**src/spi_frame_pkg.sv**
```systemverilog
// constants and helpers shared by the serial port control block
package spi_frame_pkg;
  localparam logic [7:0] ctl_addr = 8'hf8;
  localparam logic [7:0] cfg_addr = 8'h9a;
  localparam logic [7:0] data_addr = 8'h9b;
  localparam logic [7:0] rate_addr = 8'h9d;

  localparam logic [7:0] ctl_reset = 8'h00;
  localparam logic [2:0] frame_reset = 3'h7;
  localparam logic [7:0] rate_reset = 8'h00;

  localparam int done_pos = 7;
  localparam int write_collision_flag_pos = 6;
  localparam int mode_fault_flag_pos = 5;
  localparam int ovr_pos = 4;
  localparam int busy_pos = 3;
  localparam int slave_selected_flag_pos = 2;
  localparam int me_pos = 1;
  localparam int pe_pos = 0;
  localparam int flag_hi = 7;
  localparam int flag_lo = 4;
  localparam int frame_w = 3;
  localparam int data_w = 8;
  localparam int fifo_depth = 32;

  localparam logic [3:0] one_bit = 4'h1;
  localparam logic [7:0] div_step = 8'h01;

  typedef enum logic [1:0] {
    st_idle = 2'b00,
    st_low = 2'b01,
    st_high = 2'b10
  } mstate_t;

  function automatic logic rising(input logic now, input logic was);
    rising = now & ~was;
  endfunction

  function automatic logic falling(input logic now, input logic was);
    falling = ~now & was;
  endfunction
endpackage

```
**src/spi_control_status_frame.sv**
```systemverilog
// serial port control, status and frame logic with register access
`timescale 1ns/1ps
module spi_control_status_frame #(
  parameter int FIFO_DEPTH = spi_frame_pkg::fifo_depth
) (
  input wire logic clk,
  input wire logic rst,
  input wire logic [7:0] sfr_addr,
  input wire logic sfr_wr_en,
  input wire logic [7:0] sfr_wdata,
  input wire logic sfr_rd_en,
  output logic [7:0] sfr_rdata,
  input wire logic bit_wr_en,
  input wire logic [2:0] bit_index,
  input wire logic bit_value,
  input wire logic sck_in,
  output logic sck_out,
  output logic sck_oe_n,
  input wire logic mosi_in,
  output logic mosi_out,
  output logic mosi_oe_n,
  input wire logic miso_in,
  output logic miso_out,
  output logic miso_oe_n,
  input wire logic slave_select_n,
  output logic irq_req
);
  typedef struct packed {
    logic [7:0] ctl;
    logic [spi_frame_pkg::frame_w-1:0] frame;
    logic [7:0] rate;
    spi_frame_pkg::mstate_t mst;
    logic [7:0] div;
    logic [3:0] bits_left;
    logic [7:0] shift;
    logic rx_bit;
    logic sck_prev;
    logic nss_prev;
    logic sck_out;
    logic sck_oe_n;
    logic mosi_oe_n;
    logic miso_oe_n;
    logic [7:0] rdata;
    logic irq;
    logic push;
    logic [7:0] push_data;
  } state_t;

  state_t q;
  state_t d;

  logic [3:0] pins_s;
  logic sck_s;
  logic mosi_s;
  logic miso_s;
  logic nss_s;
  logic fifo_in_ready;
  logic fifo_out_valid;
  logic fifo_pop;
  logic [7:0] fifo_out_data;

  logic set_done;
  logic set_write_collision_flag;
  logic set_mode_fault_flag;
  logic set_ovr;
  logic master_start;
  logic master_fall;
  logic master_end;
  logic data_wr;
  logic slave_end;

  // pins retimed first; select inverted so reset reads it idle
  spi_sync2 #(
    .WIDTH(4)
  ) u_sync (
    .clk(clk),
    .rst(rst),
    .din({sck_in, mosi_in, miso_in, ~slave_select_n}),
    .dout(pins_s)
  );

  assign sck_s = pins_s[3];
  assign mosi_s = pins_s[2];
  assign miso_s = pins_s[1];
  assign nss_s = ~pins_s[0];

  spi_rx_fifo #(
    .WIDTH(spi_frame_pkg::data_w),
    .DEPTH(FIFO_DEPTH)
  ) u_rx_fifo (
    .clk(clk),
    .rst(rst),
    .in_valid(q.push),
    .in_ready(fifo_in_ready),
    .in_data(q.push_data),
    .out_valid(fifo_out_valid),
    .out_ready(fifo_pop),
    .out_data(fifo_out_data)
  );

  always_comb begin
    logic [7:0] ctl_w;
    logic pe;
    logic me;
    logic master_on;
    logic slave_on;
    logic in_progress;
    logic busy_n;
    d = q;
    ctl_w = q.ctl;
    pe = q.ctl[spi_frame_pkg::pe_pos];
    me = q.ctl[spi_frame_pkg::me_pos];
    master_on = pe & me;
    slave_on = pe & ~me;
    in_progress = q.ctl[spi_frame_pkg::busy_pos] | (slave_on & ~nss_s);
    busy_n = q.ctl[spi_frame_pkg::busy_pos];
    set_done = 1'b0;
    set_write_collision_flag = 1'b0;
    set_mode_fault_flag = 1'b0;
    set_ovr = 1'b0;
    master_start = 1'b0;
    master_fall = 1'b0;
    master_end = 1'b0;
    slave_end = 1'b0;
    fifo_pop = 1'b0;
    d.push = 1'b0;
    data_wr = sfr_wr_en && (sfr_addr == spi_frame_pkg::data_addr);
    d.sck_prev = sck_s;
    d.nss_prev = nss_s;

    if (sfr_wr_en && sfr_addr == spi_frame_pkg::ctl_addr) begin
      ctl_w = sfr_wdata;
    end else if (bit_wr_en) begin
      ctl_w[bit_index] = bit_value;
    end
    if (sfr_wr_en && sfr_addr == spi_frame_pkg::cfg_addr) begin
      d.frame = sfr_wdata[spi_frame_pkg::frame_w-1:0];
    end
    if (sfr_wr_en && sfr_addr == spi_frame_pkg::rate_addr) begin
      d.rate = sfr_wdata;
    end

    // a write during a frame is dropped; shifter keeps running
    if (data_wr && in_progress) begin
      set_write_collision_flag = 1'b1;
    end else if (data_wr && pe) begin
      d.shift = sfr_wdata;
      if (master_on) begin
        master_start = 1'b1;
        d.mst = spi_frame_pkg::st_low;
        d.div = q.rate;
        d.bits_left = 4'({1'b0, q.frame}) + spi_frame_pkg::one_bit;
        busy_n = 1'b1;
      end
    end

    case (q.mst)
      spi_frame_pkg::st_idle: begin
      end
      spi_frame_pkg::st_low: begin
        if (q.div == '0) begin
          d.sck_out = 1'b1;
          d.div = q.rate;
          d.mst = spi_frame_pkg::st_high;
        end else begin
          d.div = q.div - spi_frame_pkg::div_step;
        end
      end
      spi_frame_pkg::st_high: begin
        if (q.div == '0) begin
          // sample late in the high phase so the retimed miso has settled
          master_fall = 1'b1;
          d.sck_out = 1'b0;
          d.shift = {q.shift[6:0], miso_s};
          d.bits_left = q.bits_left - spi_frame_pkg::one_bit;
          d.div = q.rate;
          if (q.bits_left == spi_frame_pkg::one_bit) begin
            master_end = 1'b1;
            d.mst = spi_frame_pkg::st_idle;
            busy_n = 1'b0;
            set_done = 1'b1;
            d.push = 1'b1;
            d.push_data = {q.shift[6:0], miso_s};
          end else begin
            d.mst = spi_frame_pkg::st_low;
          end
        end else begin
          d.div = q.div - spi_frame_pkg::div_step;
        end
      end
      default: begin
        d.mst = spi_frame_pkg::st_idle;
      end
    endcase

    // slave side: frame length field plays no part here
    if (slave_on && !nss_s) begin
      if (spi_frame_pkg::rising(sck_s, q.sck_prev)) begin
        d.rx_bit = mosi_s;
      end
      if (spi_frame_pkg::falling(sck_s, q.sck_prev)) begin
        d.shift = {q.shift[6:0], q.rx_bit};
      end
    end
    if (slave_on && spi_frame_pkg::rising(nss_s, q.nss_prev)) begin
      slave_end = 1'b1;
      set_done = 1'b1;
      d.push = 1'b1;
      d.push_data = q.shift;
    end

    // full buffer refuses the byte; older bytes stay readable
    if (q.push && !fifo_in_ready) begin
      set_ovr = 1'b1;
    end

    if (master_on && !nss_s) begin
      set_mode_fault_flag = 1'b1;
      ctl_w[spi_frame_pkg::me_pos] = 1'b0;
      ctl_w[spi_frame_pkg::pe_pos] = 1'b0;
    end
    if (set_mode_fault_flag || !ctl_w[spi_frame_pkg::pe_pos]) begin
      d.mst = spi_frame_pkg::st_idle;
      d.sck_out = 1'b0;
      busy_n = 1'b0;
      set_done = set_done & ~master_end;
      d.push = d.push & ~master_end;
      master_end = 1'b0;
    end

    // hardware set wins over a software clear in the same cycle
    d.ctl = ctl_w;
    d.ctl[spi_frame_pkg::done_pos] = ctl_w[spi_frame_pkg::done_pos] | set_done;
    d.ctl[spi_frame_pkg::write_collision_flag_pos] = ctl_w[spi_frame_pkg::write_collision_flag_pos] | set_write_collision_flag;
    d.ctl[spi_frame_pkg::mode_fault_flag_pos] = ctl_w[spi_frame_pkg::mode_fault_flag_pos] | set_mode_fault_flag;
    d.ctl[spi_frame_pkg::ovr_pos] = ctl_w[spi_frame_pkg::ovr_pos] | set_ovr;
    d.ctl[spi_frame_pkg::busy_pos] = busy_n;
    d.ctl[spi_frame_pkg::slave_selected_flag_pos] = ctl_w[spi_frame_pkg::pe_pos] &
      ~ctl_w[spi_frame_pkg::me_pos] & ~nss_s;
    d.irq = |d.ctl[spi_frame_pkg::flag_hi:spi_frame_pkg::flag_lo];

    d.sck_oe_n = ~(ctl_w[spi_frame_pkg::pe_pos] &
      ctl_w[spi_frame_pkg::me_pos]);
    d.mosi_oe_n = d.sck_oe_n;
    d.miso_oe_n = ~(ctl_w[spi_frame_pkg::pe_pos] &
      ~ctl_w[spi_frame_pkg::me_pos] & ~nss_s);

    if (sfr_rd_en) begin
      case (sfr_addr)
        spi_frame_pkg::ctl_addr: d.rdata = q.ctl;
        spi_frame_pkg::cfg_addr: d.rdata = {5'h00, q.frame};
        spi_frame_pkg::rate_addr: d.rdata = q.rate;
        spi_frame_pkg::data_addr: begin
          d.rdata = fifo_out_valid ? fifo_out_data : 8'h00;
          fifo_pop = fifo_out_valid;
        end
        default: d.rdata = 8'h00;
      endcase
    end
  end

  always_ff @(posedge clk) begin
    if (rst) begin
      q <= '0;
      q.ctl <= spi_frame_pkg::ctl_reset;
      q.frame <= spi_frame_pkg::frame_reset;
      q.rate <= spi_frame_pkg::rate_reset;
      q.mst <= spi_frame_pkg::st_idle;
      q.nss_prev <= 1'b1;
      q.sck_oe_n <= 1'b1;
      q.mosi_oe_n <= 1'b1;
      q.miso_oe_n <= 1'b1;
    end else begin
      q <= d;
    end
  end

  assign sfr_rdata = q.rdata;
  assign sck_out = q.sck_out;
  assign sck_oe_n = q.sck_oe_n;
  assign mosi_out = q.shift[7];
  assign mosi_oe_n = q.mosi_oe_n;
  assign miso_out = q.shift[7];
  assign miso_oe_n = q.miso_oe_n;
  assign irq_req = q.irq;

  // helper: falling sck edges counted per master frame
  logic [3:0] chk_falls_q;
  logic [3:0] chk_len_q;
  always_ff @(posedge clk) begin
    if (rst || master_start) begin
      chk_falls_q <= '0;
      chk_len_q <= 4'({1'b0, q.frame}) + spi_frame_pkg::one_bit;
    end else if (master_fall) begin
      chk_falls_q <= chk_falls_q + spi_frame_pkg::one_bit;
    end
  end

  chk_frame_len: assert property (
    @(posedge clk) disable iff (rst)
    master_end |-> (chk_falls_q + spi_frame_pkg::one_bit) == chk_len_q)
    else $error("master frame length differs from field plus one");

  chk_done_sticky: assert property (
    @(posedge clk) disable iff (rst)
    (q.ctl[spi_frame_pkg::done_pos] && !sfr_wr_en && !bit_wr_en)
    |=> q.ctl[spi_frame_pkg::done_pos])
    else $error("done flag dropped without software write");

  chk_write_collision_flag_set: assert property (
    @(posedge clk) disable iff (rst)
    (data_wr && q.ctl[spi_frame_pkg::busy_pos])
    |=> q.ctl[spi_frame_pkg::write_collision_flag_pos] && q.irq)
    else $error("collision flag not set by write during transfer");

  chk_write_collision_flag_keep: assert property (
    @(posedge clk) disable iff (rst)
    (data_wr && q.ctl[spi_frame_pkg::busy_pos] && !set_mode_fault_flag &&
     q.ctl[spi_frame_pkg::pe_pos]) |=> q.bits_left <= $past(q.bits_left))
    else $error("colliding write restarted the transfer");

  chk_mode_fault_flag_off: assert property (
    @(posedge clk) disable iff (rst)
    set_mode_fault_flag |=> q.ctl[spi_frame_pkg::mode_fault_flag_pos] &&
      !q.ctl[spi_frame_pkg::me_pos] && !q.ctl[spi_frame_pkg::pe_pos] &&
      q.sck_oe_n)
    else $error("mode fault did not take port off line");

  chk_overrun_set: assert property (
    @(posedge clk) disable iff (rst)
    (q.push && !fifo_in_ready) |=> q.ctl[spi_frame_pkg::ovr_pos])
    else $error("overrun flag not set on full buffer");

  chk_busy_end: assert property (
    @(posedge clk) disable iff (rst)
    master_end |=> !q.ctl[spi_frame_pkg::busy_pos] ##0
      q.ctl[spi_frame_pkg::done_pos] ##1 q.push == 1'b0)
    else $error("busy not cleared with done at frame end");

  chk_slave_selected_flag_track: assert property (
    @(posedge clk) disable iff (rst)
    (q.ctl[spi_frame_pkg::pe_pos] && !q.ctl[spi_frame_pkg::me_pos] &&
     !sfr_wr_en && !bit_wr_en && $stable(nss_s))
    |=> q.ctl[spi_frame_pkg::slave_selected_flag_pos] == !$past(nss_s))
    else $error("slave selected flag does not follow select");

  chk_role_pins: assert property (
    @(posedge clk) disable iff (rst)
    1'b1 |-> q.sck_oe_n == !(q.ctl[spi_frame_pkg::pe_pos] &&
      q.ctl[spi_frame_pkg::me_pos]))
    else $error("clock drive does not match master role");

  chk_reset_zero: assert property (
    @(posedge clk) $past(rst) && !rst |-> q.ctl == spi_frame_pkg::ctl_reset)
    else $error("control register not zero after reset");

  chk_slave_done: assert property (
    @(posedge clk) disable iff (rst)
    slave_end |=> q.ctl[spi_frame_pkg::done_pos] ##1 !q.push)
    else $error("slave done not set on select release");
endmodule

```
**src/spi_rx_fifo.sv**
```systemverilog
// receive buffer fifo with valid/ready on both sides
`timescale 1ns/1ps
module spi_rx_fifo #(
  parameter int WIDTH = 8,
  parameter int DEPTH = 32
) (
  input wire logic clk,
  input wire logic rst,
  input wire logic in_valid,
  output logic in_ready,
  input wire logic [WIDTH-1:0] in_data,
  output logic out_valid,
  input wire logic out_ready,
  output logic [WIDTH-1:0] out_data
);
  localparam int AW = (DEPTH > 1) ? $clog2(DEPTH) : 1;
  localparam logic [AW:0] cnt_full = (AW + 1)'(DEPTH);
  localparam logic [AW-1:0] ptr_last = AW'(DEPTH - 1);
  localparam logic [AW-1:0] ptr_one = AW'(1);
  localparam logic [AW:0] cnt_one = (AW + 1)'(1);

  typedef struct packed {
    logic [DEPTH-1:0][WIDTH-1:0] mem;
    logic [AW-1:0] wp;
    logic [AW-1:0] rp;
    logic [AW:0] cnt;
  } fifo_t;

  fifo_t q;
  fifo_t d;
  logic do_push;
  logic do_pop;

  assign in_ready = (q.cnt != cnt_full);
  assign out_valid = (q.cnt != '0);
  assign out_data = q.mem[q.rp];

  always_comb begin
    d = q;
    do_push = in_valid & in_ready;
    do_pop = out_valid & out_ready;
    if (do_push) begin
      d.mem[q.wp] = in_data;
      d.wp = (q.wp == ptr_last) ? '0 : q.wp + ptr_one;
    end
    if (do_pop) begin
      d.rp = (q.rp == ptr_last) ? '0 : q.rp + ptr_one;
    end
    if (do_push && !do_pop) begin
      d.cnt = q.cnt + cnt_one;
    end else if (do_pop && !do_push) begin
      d.cnt = q.cnt - cnt_one;
    end
  end

  always_ff @(posedge clk) begin
    if (rst) begin
      q <= '0;
    end else begin
      q <= d;
    end
  end
endmodule

```
**src/spi_sync2.sv**
```systemverilog
// two-flop synchroniser for pin inputs
`timescale 1ns/1ps
module spi_sync2 #(
  parameter int WIDTH = 4
) (
  input wire logic clk,
  input wire logic rst,
  input wire logic [WIDTH-1:0] din,
  output logic [WIDTH-1:0] dout
);
  typedef struct packed {
    logic [WIDTH-1:0] s1;
    logic [WIDTH-1:0] s2;
  } sync_t;

  sync_t q;
  sync_t d;

  always_comb begin
    d.s1 = din;
    d.s2 = q.s1;
  end

  always_ff @(posedge clk) begin
    if (rst) begin
      q <= '0;
    end else begin
      q <= d;
    end
  end

  assign dout = q.s2;
endmodule
```
**config.mk**
```make
export PLATFORM = sky130hd
export DESIGN_NAME = spi_control_status_frame
export DESIGN_NICKNAME = d
export VERILOG_FILES = /design/src/spi_frame_pkg.sv /design/src/spi_control_status_frame.sv /design/src/spi_rx_fifo.sv /design/src/spi_sync2.sv
export SDC_FILE = /design/constraint.sdc
export NUM_CORES = 1
export LEC_CHECK = 0
export BUFFER_PORTS_ARGS = -buffer_cell sky130_fd_sc_hd__buf_2
export CAP_MARGIN = 20
export CELL_PAD_IN_SITES_DETAIL_PLACEMENT = 1
export CELL_PAD_IN_SITES_GLOBAL_PLACEMENT = 1
export CORE_AREA = 2 2 176 178
export DETAILED_ROUTE_END_ITERATION = 8
export DIE_AREA = 0 0 178 180
export PLACE_DENSITY = 0.9
export SYNTH_ARGS = -nofsm -noshare
export SYNTH_HDL_FRONTEND = slang
export SYNTH_SLANG_ARGS = --single-unit
```
**constraint.sdc**
```tcl
create_clock -name clk -period 8.51 [get_ports clk]
set_clock_uncertainty 0.1 [all_clocks]
set_input_delay 2.553 -clock clk [delete_from_list [all_inputs] [get_ports clk]]
set_output_delay 2.553 -clock clk [all_outputs]
set_load 0.02 [all_outputs]
```
==> After elaboration in Yosys (flattened, before gate mapping) <==
Index checks and enable logic that the tools add are counted.
{ "op_classes": {"add_sub_neg": 7, "order_cmp": 5, "eq_ne": 13, "muxes": 55, "n_bitwise": 28, "n_reduce_logical": 36} }
{ "op_table": {"columns": ["cell", "n"], "rows": [
  ["bitwise mux 256 bit", 1],
  ["2-to-1 mux 8 bit", 8],
  ["2-to-1 mux 9 bit", 5],
  ["2-to-1 mux 22 bit", 2],
  ["binary-select mux 8 bit (select 5 bit)", 1],
  ["demux 8 bit (select 5 bit)", 1],
  ["== test 8 bit, second input constant", 4],
  ["case mux 8 bit (4 select lines)", 1],
  ["2-to-1 mux 12 bit", 2],
  ["2-to-1 mux 1 bit", 22],
  ["logical AND 1 bit", 14],
  ["2-to-1 mux 14 bit", 1],
  ["nonzero test 2 bit", 7],
  ["bitwise AND 1 bit", 13],
  ["< comparator 5 x 6 -> 1 bit, second input constant", 2],
  ["2-to-1 mux 6 bit", 2],
  ["adder 5 x 1 -> 5 bit, second input constant", 2],
  ["== test 5 bit, second input constant", 2],
  ["2-to-1 mux 5 bit", 2],
  ["NOT 1 bit", 10],
  ["AND reduction 3 bit", 3],
  ["bitwise mux 8 bit", 1],
  ["logical NOT 8 bit", 1],
  ["subtractor 8 x 1 -> 8 bit, second input constant", 1],
  ["24 further kinds", 36]
]} }
{ "totals": {"reg_bits": 345, "input_bits": 29, "out_inout_bits": 15, "word_cells": 199} }

==> Depth between registers and ports, before layout <==
Gate-level depths: netlist of run 1.
{ "depth": {"ltp_word": 13, "ltp_mapped": 12, "mapped_depth_nobuf": 11} }

==> Hierarchy <==
Synthesis of run 1 repeated with hierarchy kept, for this count alone.
{ "unflattened": {"hier_cells": 1598, "area_unflattened_um2": 16589.7} }
{ "modules_own_cells": {"columns": ["mod", "instances", "cells_per_inst", "area_each_um2", "seq_area_each_um2"], "rows": [
  ["spi_rx_fifo", 1, 1168, 12911.1, 5445.2],
  ["spi_control_status_frame", 1, 414, 3468.3, 1301.2],
  ["spi_sync2", 1, 16, 210.2, 160.2]
]} }

==> Worst setup path before layout of run 1 <==
OpenSTA, ideal clock, no wires.
{ "synth_path": {"kind": "input to register", "start": "in sfr_addr[2]", "end": "reg u_rx_fifo.q[5] (netlist bit)", "t_arrival_ns": 4.902, "t_required_ns": 8.289, "slack_ns": 3.387, "stages": 11, "path_cell_list": "nor4b_2 -> and2_1 -> nand3_1 -> ha_1 -> inv_1 -> ha_1 -> a21o_1 -> a21oi_1 -> o21ai_0 -> nand4_1 -> mux2_2"} }
{ "synth_via": {"elab_chain_cells": 7, "elab_cells_between_ends": 9, "classes_between": "eq/ne: 1; mux: 3; bitwise: 1; reduce/logical: 4"} }
{ "synth_rtl": {"columns": ["element", "line_no", "text"], "rows": [
  ["start: declaration", "spi_control_status_frame.sv:8", "input wire logic [7:0] sfr_addr,"],
  ["== test 8 bit *", "spi_control_status_frame.sv:249", "case (sfr_addr)"],
  ["2-to-1 mux 1 bit *", "spi_control_status_frame.sv:249", null],
  ["2-to-1 mux 1 bit *", "spi_control_status_frame.sv:248", "if (sfr_rd_en) begin"],
  ["bitwise AND 1 bit *", "spi_rx_fifo.sv:41", "do_pop = out_valid & out_ready;"],
  ["logical NOT 1 bit", "spi_rx_fifo.sv:49", "if (do_push && !do_pop) begin"],
  ["logical AND 1 bit", "spi_rx_fifo.sv:49", null],
  ["2-to-1 mux 6 bit / nonzero test 2 bit (equally long branches)", null, null],
  ["end signal: assignment", "spi_rx_fifo.sv:58", "q <= '0;"],
  ["end signal: assignment", "spi_rx_fifo.sv:60", "q <= d;"],
  ["end: declaration", "spi_rx_fifo.sv:29", "fifo_t q;"]
]} }
Mark *: on every way between the ends. The rest lies on a longest branch, timed or not.
A chain may end at the register's enable or synchronous reset.

==> Worst setup path after layout of run 1 <==
Ends and elaborated chain as after synthesis.

==> flow_metrics.py, run 1 <==
metrics = {
    "worst_setup_path": {
        "worstPathRequired_ns": 8.83,
        "r2r_cells": 11,
        "worstReg2RegStart": "u_rx_fifo.q[0]",
        "critPathMaxFanout": 9,
        "rrSetupSlack_ns": 4.84,
        "worstSetupPathType": "in -> reg",
        "critPathLaunchType": "input port",
        "cp-end-kind": "flop",
        "worstPathArrival_ns": 5.72,
        "r2r_end": "u_rx_fifo.q[5]",
    },
    "yosys": {
        "syn_inst": 1595,
        "netlist.area_leader.share_pct": 42.9,
        "synth_ff_type": "dfxtp_1",
        "synth_fp_nets": 1645,
        "synthTopCellsByArea": "dfxtp_1 (43%), mux2i_1 (18%), mux4_2 (8.3%), nor2_1 (7.7%), clkbuf_1 (2.3%)",
        "netlist_area_um2": 16100,
        "synth.largest_area_cell": "dfxtp_1",
        "synth_edf_count": 0,
        "ys_types": 74,
        "ys_seq_elements": 345,
        "yosys_warnings": 0,
        "async_flop_share_pct": 0,
        "syn-mean-instance-area_um2": 10.1,
        "seq_area_frac_synth_pct": 42.9,
    },
    "clocking": {
        "cts_hold_buf": 0,
        "clock_sink_count": 345,
        "cts_tree": "done",
        "clk_pin_slew_ns": 0.06,
        "h-tree-depth": 2,
        "clkLatencyLatePin_ns": 0.53,
        "cts_max_path_buffers": 3,
        "cts_root_buf": "clkbuf_16",
        "cts_resized": 0,
        "numCtsBuffers": 38,
        "cts_setup_buffers": 0,
    },
    "placed_design": {
        "placedInstanceArea_um2": 16400,
        "gp_congestion": 0.884,
        "portBuffers": 43,
        "hpwlAfterDp_um": 30100,
        "place_ws_ns": 2.63,
    },
    "timing": {
        "max_freq_mhz": 185,
        "worst_slack_ns": 3.10,
        "rsz0062_at_grt": "no",
        "finalSetupTns_ns": 0,
        "hold_viol_final": 0,
        "post-route-min-period_ns": 5.41,
        "finalMaxSlewViolations": 0,
        "finalSetupViolCount": 0,
        "timing.final.crit_share_pct": 63.5,
        "worst_slew_pin_slew_ns": 1.22,
        "relSlewSlack_pct": 18.5,
    },
    "cells_and_area": {
        "final_common_cell": "dfxtp_1",
        "stdcell_area_um2": 17600,
        "areaGrowthSynthToFinish_pct": 9.60,
        "layout_common_cells": "dfxtp_1 (343), nor2_1 (329), mux2i_1 (289), mux4_2 (59), buf_2 (42)",
        "drive_above_1_share_pct": 15.7,
        "nets": 1609,
    },
    "global_routing": {
        "grt_pass1_vias": 13600,
        "grt_usage_pct": 32.0,
        "grt_pass1_wl_um": 79600,
        "grt_max_degree": 182,
        "antenna_found_initial": 2,
        "gr-total-overflow": 0,
    },
    "hold_path": {
        "min_from": "u_sync.d[2]",
        "min_path_type": "reg -> reg",
        "holdPathEnd": "u_sync.dout[2]",
        "worstHoldPathCells": 1,
    },
    "pwr": {
        "p_leak_nw": 8.22,
        "p_sw_mw": 0.749,
        "switching_share_pct": 22.1,
        "totalPowerFinal_mw": 3.39,
        "ir_worst_vdd_mv": 0.168,
        "p_comb_share_pct": 1.9,
        "p_per_area_nw_per_um2": 192,
        "clkPwrFrac_pct": 50.3,
        "seqPwrFrac_pct": 47.8,
        "p_int_mw": 2.64,
    },
    "route": {
        "vias": 12800,
        "drt_wl_total_um": 51700,
        "wire_per_inst_um": 26.0,
        "drt_iter0_markers": 1212,
        "drcViolationCount": 0,
        "via_per_inst": 6.47,
        "dr.pass1.iters": 5,
        "ant_nets": 0,
    },
    "run_status": {
        "outcome": "complete, no violations",
    },
    "die": {
        "die-area_um2": 32000,
        "die_y_um": 180,
        "initial_utilization_pct": 53.3,
        "ios": 44,
        "chipWidth_um": 178,
        "coreArea_um2": 30200,
        "std_cell_rows": 64,
    },
    "run": {
        "cap_viol_max_count": 0,
    },
}
[power by group through the flow]
stage                     sequential, mW  combinational, mW  clock [mW]
after global placement              1.66             0.0599           0
final                               1.62             0.0644        1.71
after global routing                1.62             0.0689        1.78
after floorplan                     1.66             0.0393           0
after detailed placement            1.66             0.0609           0
after CTS                           1.62             0.0627        1.72
[sequential cells by signal, summed over array words and instances (netlist names)]
register,flops
irq_req,1
miso_oe_n,1
miso_out,1
mosi_oe_n,1
q,52
sck_out,1
sfr_rdata,8
u_rx_fifo.q,272
u_sync.d,4
u_sync.dout,4
[routing by layer]
layer  share of wire [%]  vias to the layer above  GRT usage (%)
met4                 4.8                        2           15.5
met3                 6.4                      179           5.69
met5               0.025                        -              0
met1                  39                     6511           39.1
met2                  49                      535           54.3
li1                    -                     5617              -
[layout make-up]
type,instances,area (um^2)
clock buffer,56,1160
fill,3236,12500
tap,396,495
timing repair buffer,58,338
multi-input combinational,1094,8530
inverter,22,82.6
sequential,345,6910
clock inverter,13,120
antenna,1,2.50
[logic make-up after synthesis]
| family | share of synthesized area (%) |
|---|---|
| mux | 27.8 |
| buf+inv | 4.11 |
| fa+ha+maj | 1.68 |
| compound gates | 7.15 |
| xor+xnor | 0.326 |
| simple gates | 16.0 |
| flops | 42.9 |
[per-stage QoR]
| stage | util [%] | instances | hold WS, ns |
|---|---|---|---|
| 2_1_floorplan | - | 1595 | 0.314 |
| 3_3_place_gp | 54.2 | 1915 | 0.328 |
| 5_1_grt | 58.4 | 1984 | 0.364 |
| 3_5_place_dp | 54.2 | 1915 | 0.328 |
| 4_1_cts | 58.4 | 1984 | 0.343 |
| 6_report | 58.4 | 1985 | 0.339 |
[critical path, cell delays in order]
cell and delay, ns:
buf_2 0.14, nor4b_2 0.59, and2_1 0.27, nand3_1 0.28, ha_1 0.35, inv_1 0.20, ha_1 0.27, a21o_1 0.17
a21oi_1 0.29, nand4b_1 0.18, nand4_1 0.12, mux2_2 0.29
[worst max-delay path by stage]
stage / from / end / slack [ns] / depth (start not counted)
after detailed placement: sfr_addr[2] / u_rx_fifo.q[5] / 2.63 / 12
final: sfr_addr[2] / u_rx_fifo.q[5] / 3.10 / 12
after floorplan: sfr_addr[2] / u_rx_fifo.q[5] / 3.39 / 11
after CTS: sfr_addr[2] / u_rx_fifo.q[5] / 3.17 / 12
after global routing: sfr_addr[2] / u_rx_fifo.q[5] / 2.94 / 12
after global placement: sfr_addr[2] / u_rx_fifo.q[5] / 2.88 / 12
[cells in the mapped netlist, types with 6 or more instances]
master    number
nor3_1        10
a211oi_1      19
nand3_2       32
nor3b_1        8
o221ai_1       6
nand2_1       36
a21oi_1       39
a22oi_1       21
inv_1         21
clkbuf_1      97
o21ai_0       25
and3_1        11
buf_4         13
a21o_1         6
nor2_1       329
nor4_1         7
nand4_1        9
a221oi_1       6
nor2b_1       17
buf_2         16
mux2i_1      289
dfxtp_1      345
mux4_2        59
ha_1          20
buf_1          7
a31oi_1       12
nand3_1       23
mux2_2        23
Power figures use the tool's default switching activity.
==> run 2, diff against run 1 <==
--- a/config.mk
+++ b/config.mk
@@ -9,10 +9,10 @@
 export CAP_MARGIN = 20
 export CELL_PAD_IN_SITES_DETAIL_PLACEMENT = 1
 export CELL_PAD_IN_SITES_GLOBAL_PLACEMENT = 1
-export CORE_AREA = 2 2 176 178
+export CORE_AREA = 2 2 183 185
 export DETAILED_ROUTE_END_ITERATION = 8
-export DIE_AREA = 0 0 178 180
-export PLACE_DENSITY = 0.9
+export DIE_AREA = 0 0 185 187
+export PLACE_DENSITY = 0.84
 export SYNTH_ARGS = -nofsm -noshare
 export SYNTH_HDL_FRONTEND = slang
 export SYNTH_SLANG_ARGS = --single-unit
==> constraint.sdc (replaced) <==
create_clock -name clk -period 5.66 [get_ports clk]
set_clock_uncertainty 0.1 [all_clocks]
set_input_delay 1.698 -clock clk [delete_from_list [all_inputs] [get_ports clk]]
set_output_delay 1.698 -clock clk [all_outputs]
set_load 0.02 [all_outputs]
==> run 2 against run 1 <==
  * Critical path depth unchanged
  * Clock power increased by 46%
  * Wire length decreased by 13%
  * Sequential power increased by 51%
  * Non-clock buffer count increased by 1
  * Die area increased by 8.0%
  * Clock-buffer cell count decreased by 1
  * Setup slack got worse by 1.9 ns
  * Final cell count increased by 2.4%
  * Hold slack got worse by 0.0080 ns
  * Critical endpoint unchanged
  * Highest routed layer is now met4
==> flow_metrics.py, run 2 (same netlist as run 1, synthesis figures left out) <==
metrics = {
    "die": {
        "die-area_um2": 34600,
        "initial_utilization_pct": 49.0,
        "ios": 44,
        "chipWidth_um": 185,
        "std_cell_rows": 67,
        "coreArea_um2": 32900,
        "die_y_um": 187,
    },
    "route": {
        "drcViolationCount": 0,
        "via_per_inst": 6.01,
        "dr.pass1.iters": 4,
        "drt_iter0_markers": 882,
        "drt_wl_total_um": 45200,
        "wire_per_inst_um": 22.2,
        "ant_nets": 0,
        "vias": 12200,
    },
    "timing": {
        "finalSetupViolCount": 0,
        "worst_slew_pin_slew_ns": 0.880,
        "rsz0062_at_grt": "no",
        "max_freq_mhz": 223,
        "timing.final.crit_share_pct": 79.1,
        "relSlewSlack_pct": 41.1,
        "finalMaxSlewViolations": 0,
        "hold_viol_final": 0,
        "finalSetupTns_ns": 0,
        "post-route-min-period_ns": 4.48,
    },
    "global_routing": {
        "grt_usage_pct": 26.2,
        "antenna_found_initial": 1,
        "grt_max_degree": 188,
        "gr-total-overflow": 0,
        "grt_pass1_wl_um": 71600,
        "grt_pass1_vias": 12800,
    },
    "clocking": {
        "cts_setup_buffers": 0,
        "cts_resized": 0,
        "clkLatencyLatePin_ns": 0.54,
        "cts_hold_buf": 0,
        "cts_tree": "done",
        "h-tree-depth": 2,
        "numCtsBuffers": 39,
        "clk_pin_slew_ns": 0.06,
        "clock_sink_count": 345,
        "cts_max_path_buffers": 3,
        "cts_root_buf": "clkbuf_16",
    },
    "run_status": {
        "outcome": "complete, no violations",
    },
    "cells_and_area": {
        "insertedDiodeCount": 0,
        "areaGrowthSynthToFinish_pct": 10.1,
        "nets": 1611,
        "stdcell_area_um2": 17700,
        "layout_common_cells": "dfxtp_1 (343), nor2_1 (329), mux2i_1 (289), mux4_2 (59), buf_2 (42)",
        "largest-register": "u_rx_fifo.q",
        "largest_reg_flops": 272,
        "drive_above_1_share_pct": 15.6,
        "final_common_cell": "dfxtp_1",
    },
    "placed_design": {
        "hpwlAfterDp_um": 29000,
        "placedInstanceArea_um2": 16400,
        "portBuffers": 43,
        "gp_congestion": 0.909,
    },
    "worst_setup_path": {
        "worstSetupPathType": "in -> reg",
        "critPathMaxFanout": 9,
        "worstPathArrival_ns": 4.80,
        "cp_slowest_cell": "nor4b_2",
        "worstReg2RegStart": "u_rx_fifo.q[0]",
        "cp-end-kind": "flop",
        "critPathTopFamily": "simple AND/OR/NAND/NOR gates",
        "worstPathCellList": "buf_2, nor4b_2, and2_1, nand3_1, ha_1, inv_1, ha_1, a21o_1, a21oi_1, o21ai_0, nand4_1, mux2_2",
        "worst_path_most_repeated_cell": "ha_1",
        "critPathLaunchType": "input port",
        "cpPeakStageDelay_ns": 0.61,
        "cp-startpoint": "sfr_addr[2]",
        "worstPathRequired_ns": 5.99,
        "crit_buf_inv": 2,
    },
    "pwr": {
        "p_leak_nw": 8.23,
        "p_per_area_nw_per_um2": 284,
        "ir_worst_vdd_mv": 0.208,
    },
    "hold_path": {
        "min_from": "u_sync.d[1]",
        "min_path_type": "reg -> reg",
    },
    "run": {
        "cap_viol_max_count": 0,
    },
}
-- run 2: cell type report --
cell class / instances / area (um^2)
Fill cell: 3572 / 15100
Multi-Input combinational cell: 1094 / 8530
Sequential cell: 345 / 6910
Clock buffer: 55 / 1160
Tap cell: 448 / 561
Timing Repair Buffer: 59 / 383
Clock inverter: 10 / 103
Inverter: 22 / 82.6
-- run 2: worst paths after layout --
kind / end / slack [ns] / cells past startpoint
worst max-delay path: u_rx_fifo.q[5] / 1.18 / 12
worst min-delay path: u_sync.dout[1] / 0.33 / 1
worst max register to register: u_rx_fifo.q[5] / 2.08 / 11
worst min register to register: u_sync.dout[1] / 0.33 / 1
-- run 2: report_power, final --
| part | internal, mW | switching [mW] |
|---|---|---|
| clock | 1.51 | 0.997 |
| combinational | 0.0243 | 0.0705 |
| sequential | 2.43 | 0.00354 |
| total | 3.97 | 1.07 |
-- run 2: per-layer routing --
layer / global-route usage [%] / up-vias / routed length, um
met2: 44.9 / 332 / 22100
met3: 4.65 / 103 / 2250
met1: 32.7 / 6175 / 19400
met4: 9.89 / 0 / 1490
li1: - / 5613 / -
met5: 0 / - / 0
-- run 2: worst reg2reg max path, delay by kind of cell, from the launching register on --
| kind | cells | cell delay (ns) |
|---|---|---|
| AND/OR/NAND/NOR | 4 | 1.38 |
| adder cells (fa/ha/maj) | 2 | 0.56 |
| multiplexers | 1 | 0.33 |
| buffers and inverters | 1 | 0.14 |
| flip-flops | 1 | 0.35 |
| AO/OA/AOI/OAI | 3 | 0.61 |
-- run 2: per-stage QoR --
stage / setup slack (ns) / instances / utilization, % / power [mW] / hold WS, ns
6_report: 1.18 / 2033 / 53.9 / 5.04 / 0.331
5_1_grt: 0.942 / 2033 / 53.9 / 5.18 / 0.365
4_1_cts: 1.22 / 2032 / 53.9 / 5.07 / 0.340
3_5_place_dp: 0.688 / 1967 / 50.0 / 2.58 / 0.327
3_3_place_gp: 0.930 / 1967 / 50.0 / 2.58 / 0.318
2_1_floorplan: 1.39 / 1595 / - / 2.55 / 0.314
